[src/pkg/jlrs_pkg.sv]
/*
 Shared constants and types of the link reset and multiframe alignment block.
 Assumes one core clock; the management bus runs on the same clock.
*/
package jlrs_pkg;
	localparam int LANES = 2;
	localparam int BYTES = 4;
	localparam int LANE_W = 32;
	localparam int DATA_W = LANES * LANE_W;
	localparam int WDOG_W = 20;

	// Register byte offsets
	localparam logic [7:0] OFF_CTRL = 8'h00;
	localparam logic [7:0] OFF_SYSREF = 8'h04;
	localparam logic [7:0] OFF_MFRAME = 8'h08;
	localparam logic [7:0] OFF_STATUS = 8'h0c;

	// Control register bits
	localparam int CTRL_SWRST = 0;
	localparam int CTRL_WDOG_DIS = 1;
	localparam int CTRL_TX_MODE = 2;
	localparam int CTRL_ILA_EN = 3;
	// Sysref handling register fields
	localparam int SR_ALWAYS = 0;
	localparam int SR_RESYNC = 1;
	localparam int SR_POSEDGE = 2;
	localparam int SR_DLY_LSB = 8;
	// Status register fields
	localparam int ST_ALIGNED = 0;
	localparam int ST_SYNC = 1;
	localparam int ST_RELEASE = 2;
	localparam int ST_STREAM = 3;
	localparam int ST_TX_LSB = 4;

	// Reset values
	localparam logic RST_ILA_EN = 1'b1;
	localparam logic [3:0] RST_SR_DLY = 4'h0;
	localparam logic [7:0] RST_MF_LAST = 8'h07;

	// Cycle counts
	localparam logic [3:0] RST_CYCLES = 4'h8;
	localparam logic [1:0] ILA_LAST = 2'h3;

	typedef logic [LANES-1:0][BYTES-1:0][7:0] jlrs_oct_t;

	typedef enum logic [1:0] {TX_CGS, TX_WAIT, TX_ILA, TX_DATA} jlrs_tx_e;

	typedef struct packed {
		logic ack;
		logic [31:0] rdat;
		logic wdogDis;
		logic txMode;
		logic ilaEn;
		logic srAlways;
		logic srResync;
		logic srPos;
		logic [3:0] srDly;
		logic [7:0] mfLast;
	} jlrs_cfg_s;

	typedef struct packed {
		logic [3:0] rstCnt;
		logic streamRstN;
		logic [WDOG_W-1:0] wdog;
		logic srSamp;
		logic srPrev;
		logic srPend;
		logic [3:0] srDlyCnt;
		logic [7:0] lmfc;
		logic aligned;
		logic syncOutN;
		logic release_;
		jlrs_tx_e tx;
		logic [1:0] ilaCnt;
		logic [DATA_W-1:0] rxData;
		logic rxValid;
		jlrs_oct_t txOct;
	} jlrs_core_s;

	localparam jlrs_core_s CORE_RST = '{rstCnt: RST_CYCLES, tx: TX_CGS, default: '0};
endpackage

[src/rtl/jlrs_core.sv]
/*
 Link reset sequencing, watchdog, sysref capture, multiframe counter,
 receive sync and release gating, transmit start gating, and the register file.
 Assumes classic Wishbone on ref_clk, all link inputs synchronous to ref_clk.
*/
// Our own choices: the Wishbone interface to the registers and the register addresses.
// Operation
// - System reset clears core, keeps registers
// - Management reset restores register defaults
// - Software reset write restarts path, keeps registers
// - Twenty-bit watchdog counts while unsynchronized
// - Watchdog timeout acts like software reset
// - Register bit disables the watchdog
// - Stream reset output low during reset cycle
// - Earliest lane byte in least significant byte
// - Receiver aligns to sysref, then releases sync
// - Multiframe counter marks each multiframe end
// - Transmitter starts on boundary after sync high
// - Receiver releases data at next boundary
// - Sysref sampled on falling edge by default
// - Periodic, one-shot and resync-on-sync-loss sysref options
// - Sync held asserted until sysref alignment
// - Always bit picks every or first event
// - Sysref delay of zero to fifteen cycles
`timescale 1ns/1ps
module jlrs_core import jlrs_pkg::*; #(
	parameter logic [WDOG_W-1:0] WDOG_LIMIT = 20'hfffff
) (
	input wire logic ref_clk,
	input wire logic rst_n,
	input wire logic sysRstN,
	input wire logic [7:0] wb_adr_i,
	input wire logic [31:0] wb_dat_i,
	input wire logic [3:0] wb_sel_i,
	input wire logic wb_we_i,
	input wire logic wb_cyc_i,
	input wire logic wb_stb_i,
	output logic [31:0] wb_dat_o,
	output logic wb_ack_o,
	input wire logic sysref,
	input wire logic cgsDone,
	input wire logic laneValid,
	input wire jlrs_oct_t rxOctets,
	output logic [DATA_W-1:0] rxTdata,
	output logic rxTvalid,
	output logic syncOutN,
	input wire logic syncInN,
	input wire logic [DATA_W-1:0] txTdata,
	output logic txTready,
	output jlrs_oct_t txOctets,
	output jlrs_tx_e txPhase,
	output logic streamRstN
);
	jlrs_cfg_s q, d;
	jlrs_core_s c, n;
	logic sysrefNeg_q, sysrefPos_q, srSel, srEvt, srUse, mfEnd;
	logic hit, wrNow, swReq, wdogTo, notSynced;
	logic [3:0] regSel;
	logic [DATA_W-1:0] rxMapped;
	jlrs_oct_t txMapped;

	function automatic logic [3:0] regHit(input logic [7:0] a);
		regHit = {a == OFF_STATUS, a == OFF_MFRAME, a == OFF_SYSREF, a == OFF_CTRL};
	endfunction

	// Falling edge by default gives margin when sysref is edge aligned to the clock
	always_ff @(negedge ref_clk or negedge sysRstN) begin
		if (!sysRstN) begin
			sysrefNeg_q <= 1'b0;
		end else begin
			sysrefNeg_q <= sysref;
		end
	end

	always_ff @(posedge ref_clk or negedge sysRstN) begin
		if (!sysRstN) begin
			sysrefPos_q <= 1'b0;
		end else begin
			sysrefPos_q <= sysref;
		end
	end

	assign srSel = q.srPos ? sysrefPos_q : sysrefNeg_q;

	// Lane byte order
	for (genvar l = 0; l < LANES; l++) begin : g_lane
		for (genvar b = 0; b < BYTES; b++) begin : g_byte
			assign rxMapped[l*LANE_W+b*8 +: 8] = rxOctets[l][b];
			assign txMapped[l][b] = txTdata[l*LANE_W+b*8 +: 8];
		end
	end

	// Management side
	assign hit = wb_cyc_i & wb_stb_i;
	assign regSel = regHit(wb_adr_i);
	assign wrNow = hit & q.ack & wb_we_i;
	assign swReq = wrNow & regSel[0] & wb_sel_i[0] & wb_dat_i[CTRL_SWRST];

	always_comb begin
		d = q;
		d.ack = hit & ~q.ack;
		if (hit & ~q.ack) begin
			d.rdat = '0;
			unique case (1'b1)
				regSel[0]: begin
					d.rdat[CTRL_WDOG_DIS] = q.wdogDis;
					d.rdat[CTRL_TX_MODE] = q.txMode;
					d.rdat[CTRL_ILA_EN] = q.ilaEn;
				end
				regSel[1]: begin
					d.rdat[SR_ALWAYS] = q.srAlways;
					d.rdat[SR_RESYNC] = q.srResync;
					d.rdat[SR_POSEDGE] = q.srPos;
					d.rdat[SR_DLY_LSB +: 4] = q.srDly;
				end
				regSel[2]: begin
					d.rdat[7:0] = q.mfLast;
				end
				regSel[3]: begin
					d.rdat[ST_ALIGNED] = c.aligned;
					d.rdat[ST_SYNC] = c.syncOutN;
					d.rdat[ST_RELEASE] = c.release_;
					d.rdat[ST_STREAM] = c.streamRstN;
					d.rdat[ST_TX_LSB +: 2] = c.tx;
				end
				default: begin
					d.rdat = '0;
				end
			endcase
		end
		// Writes land on the edge that the master sees ack
		if (wrNow && wb_sel_i[0]) begin
			if (regSel[0]) begin
				d.wdogDis = wb_dat_i[CTRL_WDOG_DIS];
				d.txMode = wb_dat_i[CTRL_TX_MODE];
				d.ilaEn = wb_dat_i[CTRL_ILA_EN];
			end
			if (regSel[1]) begin
				d.srAlways = wb_dat_i[SR_ALWAYS];
				d.srResync = wb_dat_i[SR_RESYNC];
				d.srPos = wb_dat_i[SR_POSEDGE];
			end
			if (regSel[2]) begin
				d.mfLast = wb_dat_i[7:0];
			end
		end
		if (wrNow && wb_sel_i[1] && regSel[1]) begin
			d.srDly = wb_dat_i[SR_DLY_LSB +: 4];
		end
	end

	// Registers survive system and software reset
	always_ff @(posedge ref_clk or negedge rst_n) begin
		if (!rst_n) begin
			q <= '{ilaEn: RST_ILA_EN, srDly: RST_SR_DLY, mfLast: RST_MF_LAST, default: '0};
		end else begin
			q <= d;
		end
	end

	// Core side
	assign mfEnd = (c.lmfc == q.mfLast);
	assign srEvt = c.srSamp & ~c.srPrev;
	assign srUse = q.srAlways | ~c.aligned;
	assign notSynced = q.txMode ? ~syncInN : ~c.syncOutN;
	assign wdogTo = (c.wdog == WDOG_LIMIT) & (c.rstCnt == '0);

	always_comb begin
		n = c;
		n.streamRstN = 1'b1;
		n.srSamp = srSel;
		n.srPrev = c.srSamp;
		n.lmfc = mfEnd ? 8'h00 : c.lmfc + 8'h01;
		// Receive sync and resync
		if (!cgsDone) begin
			n.syncOutN = 1'b0;
			if (c.syncOutN && q.srResync) begin
				n.aligned = 1'b0;
			end
		end else if (!c.syncOutN && c.aligned && mfEnd) begin
			n.syncOutN = 1'b1;
		end
		// Sysref alignment with programmable delay
		if (c.srPend) begin
			if (c.srDlyCnt == 4'h1) begin
				n.srPend = 1'b0;
				n.lmfc = 8'h00;
				n.aligned = 1'b1;
			end else begin
				n.srDlyCnt = c.srDlyCnt - 4'h1;
			end
		end
		if (srEvt && srUse) begin
			if (q.srDly == 4'h0) begin
				n.srPend = 1'b0;
				n.lmfc = 8'h00;
				n.aligned = 1'b1;
			end else begin
				n.srPend = 1'b1;
				n.srDlyCnt = q.srDly;
			end
		end
		// Receive release waits for a boundary so latency is repeatable
		if (!laneValid) begin
			n.release_ = 1'b0;
		end else if (c.syncOutN && mfEnd) begin
			n.release_ = 1'b1;
		end
		n.rxData = c.release_ ? rxMapped : '0;
		n.rxValid = c.release_;
		// Transmit start
		unique case (c.tx)
			TX_CGS: begin
				if (syncInN && c.aligned) begin
					n.tx = TX_WAIT;
				end
			end
			TX_WAIT: begin
				if (mfEnd) begin
					n.tx = q.ilaEn ? TX_ILA : TX_DATA;
					n.ilaCnt = 2'h0;
				end
			end
			TX_ILA: begin
				if (mfEnd) begin
					if (c.ilaCnt == ILA_LAST) begin
						n.tx = TX_DATA;
					end else begin
						n.ilaCnt = c.ilaCnt + 2'h1;
					end
				end
			end
			TX_DATA: begin
				n.tx = TX_DATA;
			end
		endcase
		if (!syncInN) begin
			n.tx = TX_CGS;
		end
		n.txOct = (c.tx == TX_DATA) ? txMapped : '0;
		// Watchdog; only a continuous loss of sync reaches the limit
		if (q.wdogDis || !notSynced) begin
			n.wdog = '0;
		end else begin
			n.wdog = c.wdog + 20'h00001;
		end
		// Reset cycle, software and watchdog alike
		if (swReq || wdogTo) begin
			n = CORE_RST;
			n.srSamp = srSel;
		end else if (c.rstCnt != 4'h0) begin
			n = CORE_RST;
			n.rstCnt = c.rstCnt - 4'h1;
			n.srSamp = srSel;
		end
	end

	always_ff @(posedge ref_clk or negedge sysRstN) begin
		if (!sysRstN) begin
			c <= CORE_RST;
		end else begin
			c <= n;
		end
	end

	assign wb_ack_o = q.ack;
	assign wb_dat_o = q.rdat;
	assign rxTdata = c.rxData;
	assign rxTvalid = c.rxValid;
	assign syncOutN = c.syncOutN;
	assign txOctets = c.txOct;
	assign txPhase = c.tx;
	assign txTready = (c.tx == TX_DATA);
	assign streamRstN = c.streamRstN;

	logic idle;
	assign idle = (c.rstCnt == 4'h0) & ~swReq & ~wdogTo;
endmodule // jlrs_core
[config.mk]
export PLATFORM = sky130hd
export DESIGN_NAME = jlrs_core
export DESIGN_NICKNAME = d
export VERILOG_FILES = /design/src/pkg/jlrs_pkg.sv /design/src/rtl/jlrs_core.sv
export SDC_FILE = /design/constraint.sdc
export NUM_CORES = 1
export LEC_CHECK = 0
export ABC_CLOCK_PERIOD_IN_PS = 2200
export BUFFER_PORTS_ARGS = -buffer_cell sky130_fd_sc_hd__buf_2
export CELL_PAD_IN_SITES_DETAIL_PLACEMENT = 1
export CELL_PAD_IN_SITES_GLOBAL_PLACEMENT = 1
export CORE_MARGIN = 2
export CORE_UTILIZATION = 34
export DETAILED_ROUTE_END_ITERATION = 12
export GPL_TIMING_DRIVEN = 0
export PLACE_DENSITY = 0.75
export SLEW_MARGIN = 10
export SYNTH_ARGS = -nofsm -noshare
export SYNTH_HDL_FRONTEND = slang
export SYNTH_SLANG_ARGS = --single-unit
[constraint.sdc]
create_clock -name ref_clk -period 2.2 [get_ports ref_clk]
set_input_delay 0 -clock ref_clk [delete_from_list [all_inputs] [get_ports ref_clk]]
set_output_delay 0 -clock ref_clk [all_outputs]
set_load 0.01 [all_outputs]
==> impl_metrics.py <==
metrics = {
    "place": {
        "numPortBuffers": 306,
        "dpl_cell_area_sq_um": 11300,
        "gp_congestion": 0.809,
        "placed_cells": 1459,
        "hpwlAfterDp_microns": 20600,
    },
    "synthesis": {
        "ys_types": 53,
        "synth_area_sq_um": 9250,
        "syn_avg_cell_area_sq_um": 11.7,
        "ys.flop_type": "dfrtp_1",
        "synth_edf_count": 0,
        "async_reset_ff_share_pct": 100,
        "synth_cells": 792,
        "seq_area_frac_synth_pct": 56.6,
        "ys_warn_count": 0,
        "ys_seq_elements": 209,
    },
    "route": {
        "via_per_inst": 4.68,
        "route.vias.total": 7805,
        "ant_nets": 0,
        "dr.pass1.iters": 6,
        "wl_microns": 34200,
        "remaining_drc_errors": 0,
        "wl_per_cell_microns": 20.5,
        "drt_iter0_drc": 316,
    },
    "die": {
        "core_area_sq_um": 26800,
        "die_area_sq_um": 28500,
        "rows": 60,
        "die_w_microns": 169,
        "ioPinCount": 349,
        "die_height_microns": 169,
        "start_util_pct": 34.5,
    },
    "finish": {
        "drive_above_1_share_pct": 43.5,
        "area_delta_synth_final_pct": 49.4,
        "fill_cells": 2927,
        "final_common_cell": "buf_2",
        "final_area_sq_um": 13800,
        "final_core_util_pct": 51.6,
        "final_cell_mix": "306 x buf_2, 203 x dfrtp_1, 166 x buf_4, 157 x dlygate4sd3_1, 131 x and3_1",
        "nets": 1491,
        "fin_cells": 1667,
    },
    "worst_setup_path": {
        "worstPathRequired_ps": 2580,
        "cp_top_family": "simple AND/OR/NAND/NOR gates",
        "end_kind": "flop",
        "cp.arrival_ps": 2480,
        "crit_chain": "ha_2, nand3_4, nor4_4, nand2_2, nand3_4, inv_4, buf_6, buf_6, and3_1",
        "cp_max_fo": 10,
        "path_class": "flop to flop",
        "slowest_stage": "dfrtp_1",
        "cp-start-kind": "flop",
        "path_buf_inv": 3,
        "slowest_delay_ps": 400,
    },
    "pwr": {
        "irDropWorstVdd_v": 0.000564,
        "p_leak_nw": 7.89,
        "p_total_mw": 9.62,
        "p_per_area_nw_per_um2": 696,
    },
    "grt": {
        "grt-ovfl-total": 0,
        "grt_max_degree": 108,
        "grt_pass1_vias": 8801,
        "track_usage_pct": 23.6,
        "grt_pass1_wl_microns": 51900,
        "antenna_found_initial": 5,
    },
    "sta": {
        "hold_viol_final": 0,
        "worstMarginPinSlew_ps": 720,
        "finalMaxSlewViolations": 0,
        "skew_ps": 17.3,
        "setup_viol_count_final": 0,
        "finalCritPeriodShare_pct": 95.4,
        "fmax_mhz": 476,
        "post-route-min-period_ps": 2100,
        "maxSlewHeadroom_pct": 52.0,
    },
    "worst_hold_path": {
        "hp-class": "input pin to asynchronous set/reset pin",
    },
    "clock_tree": {
        "path_clk_slew_ps": 60,
        "cts.sinks": 209,
        "cts_tree": "done",
        "cts_root_buf": "clkbuf_16",
        "cts_buffers": 24,
        "insertion_delay_ps": 520,
        "ctsHtreeMaxLevel": 1,
        "clk_path_buf_depth": 3,
    },
    "run_status": {
        "status": "complete, no violations",
    },
    "job": {
        "cap_viol_max_count": 0,
    },
}
[worst register-to-register path, cell delays in order, from the launching register on]
cell	delay, ps
dfrtp_1	400
ha_2	230
nand3_4	130
nor4_4	390
nand2_2	130
nand3_4	100
inv_4	60
buf_6	160
buf_6	150
and3_1	220
[layer usage]
metal | vias up | GRT usage, % | wire length, microns | share of wire, %
met1 | 3947 | 26.0 | 12800 | 37
met2 | 262 | 43.4 | 17900 | 52
met5 | - | 0 | 0 | 0
li1 | 3509 | - | - | -
met4 | 0 | 9.48 | 1380 | 4.0
met3 | 87 | 5.89 | 2200 | 6.4
[registers in the layout (all words and copies together) (netlist names)]
name	flops
c	43
q	18
rxTdata	64
rxTvalid	1
streamRstN	1
syncOutN	1
sysrefNeg_q	1
sysrefPos_q	1
txOctets	64
txPhase	2
wb_ack_o	1
wb_dat_o	12
[synth_stat cells, types with 3 or more instances]
| master | n | area [sq um] |
|---|---|---|
| a211oi_1 | 5 | 37.5 |
| a21oi_1 | 7 | 35.0 |
| a22o_1 | 8 | 70.1 |
| a22oi_1 | 4 | 30.0 |
| and2_1 | 5 | 31.3 |
| and3_1 | 131 | 820 |
| and4_1 | 4 | 35.0 |
| buf_4 | 162 | 1220 |
| buf_6 | 14 | 158 |
| clkbuf_1 | 21 | 78.8 |
| dfrtp_1 | 203 | 5080 |
| dfstp_2 | 5 | 131 |
| ha_1 | 6 | 75.1 |
| inv_1 | 9 | 33.8 |
| mux2_2 | 21 | 236 |
| mux2i_1 | 4 | 40.0 |
| nand2_1 | 23 | 86.3 |
| nand2b_1 | 3 | 18.8 |
| nand3_1 | 10 | 50.1 |
| nand4_1 | 8 | 50.1 |
| nor2_1 | 49 | 184 |
| nor2b_1 | 6 | 37.5 |
| nor3_1 | 6 | 30.0 |
| nor4_1 | 4 | 25.0 |
| o21ai_0 | 6 | 30.0 |
| xnor2_1 | 20 | 175 |
| xor2_1 | 16 | 140 |
[logic make-up after synthesis]
| group | synth area share [%] |
|---|---|
| flip-flops | 56.6 |
| AND/OR/NAND/NOR | 16.5 |
| adder cells (fa/ha/maj) | 0.812 |
| multiplexers | 3.48 |
| XOR/XNOR | 3.41 |
| AO/OA/AOI/OAI | 2.88 |
| buffers and inverters | 16.2 |
| other | 0.0406 |
[timing repair]
item / 4_1_cts / 5_1_grt
pin swaps: 1 / 3
endpoints found under the setup margin: 165 / 156
buffers inserted: 2 / 2
hold buffers: 157 / 0
gates resized for setup: 7 / 10
hold endpoints to repair: 268 / 0
[path summary, 6_finish.rpt]
path,startpoint,endpoint,slack [ps],cells past startpoint
worst max-delay path,c[151],rxTdata[44],100,9
min in group ref_clk,wb_adr_i[7],wb_dat_o[2],70,4
worst min-delay path,sysRstN,c[140],20,2
worst min register to register,c[151],c[151],490,1
max in group asynchronous,sysRstN,sysrefNeg_q,740,2
worst max register to register,c[151],rxTdata[44],100,9
[final cells by class]
cell class,count,area (sq um),share of cell area (%)
Antenna cell,5,12.5,0.0906
Tap cell,341,427,3.09
Clock buffer,37,731,5.29
Buffer,196,1450,10.5
Sequential cell,209,5240,37.9
Timing Repair Buffer,468,3170,22.9
Clock inverter,7,88.8,0.643
Multi-Input combinational cell,394,2660,19.2
Inverter,10,40.0,0.290
[per-stage QoR]
step / TNS (ps) / setup WS [ps] / hold slack [ps]
finish: 0 / 101 / 23.3
CTS: 0 / 5.69 / 18.6
detailed placement: -63280 / -442 / 5.91
global route: -13.5 / -8.82 / 77.3
floorplan: 0 / 69.7 / -296
global placement: -387960 / -2780 / 89.6
[where the power goes]
part	leakage [nW]	internal [mW]	total (mW)	switching, mW
Clock	0.406	2.52	4.17	1.66
Sequential	2.89	3.92	3.99	0.0706
Combinational	4.60	0.676	1.46	0.783
Total	7.89	7.11	9.62	2.51
(Power assumes the default switching activity.)
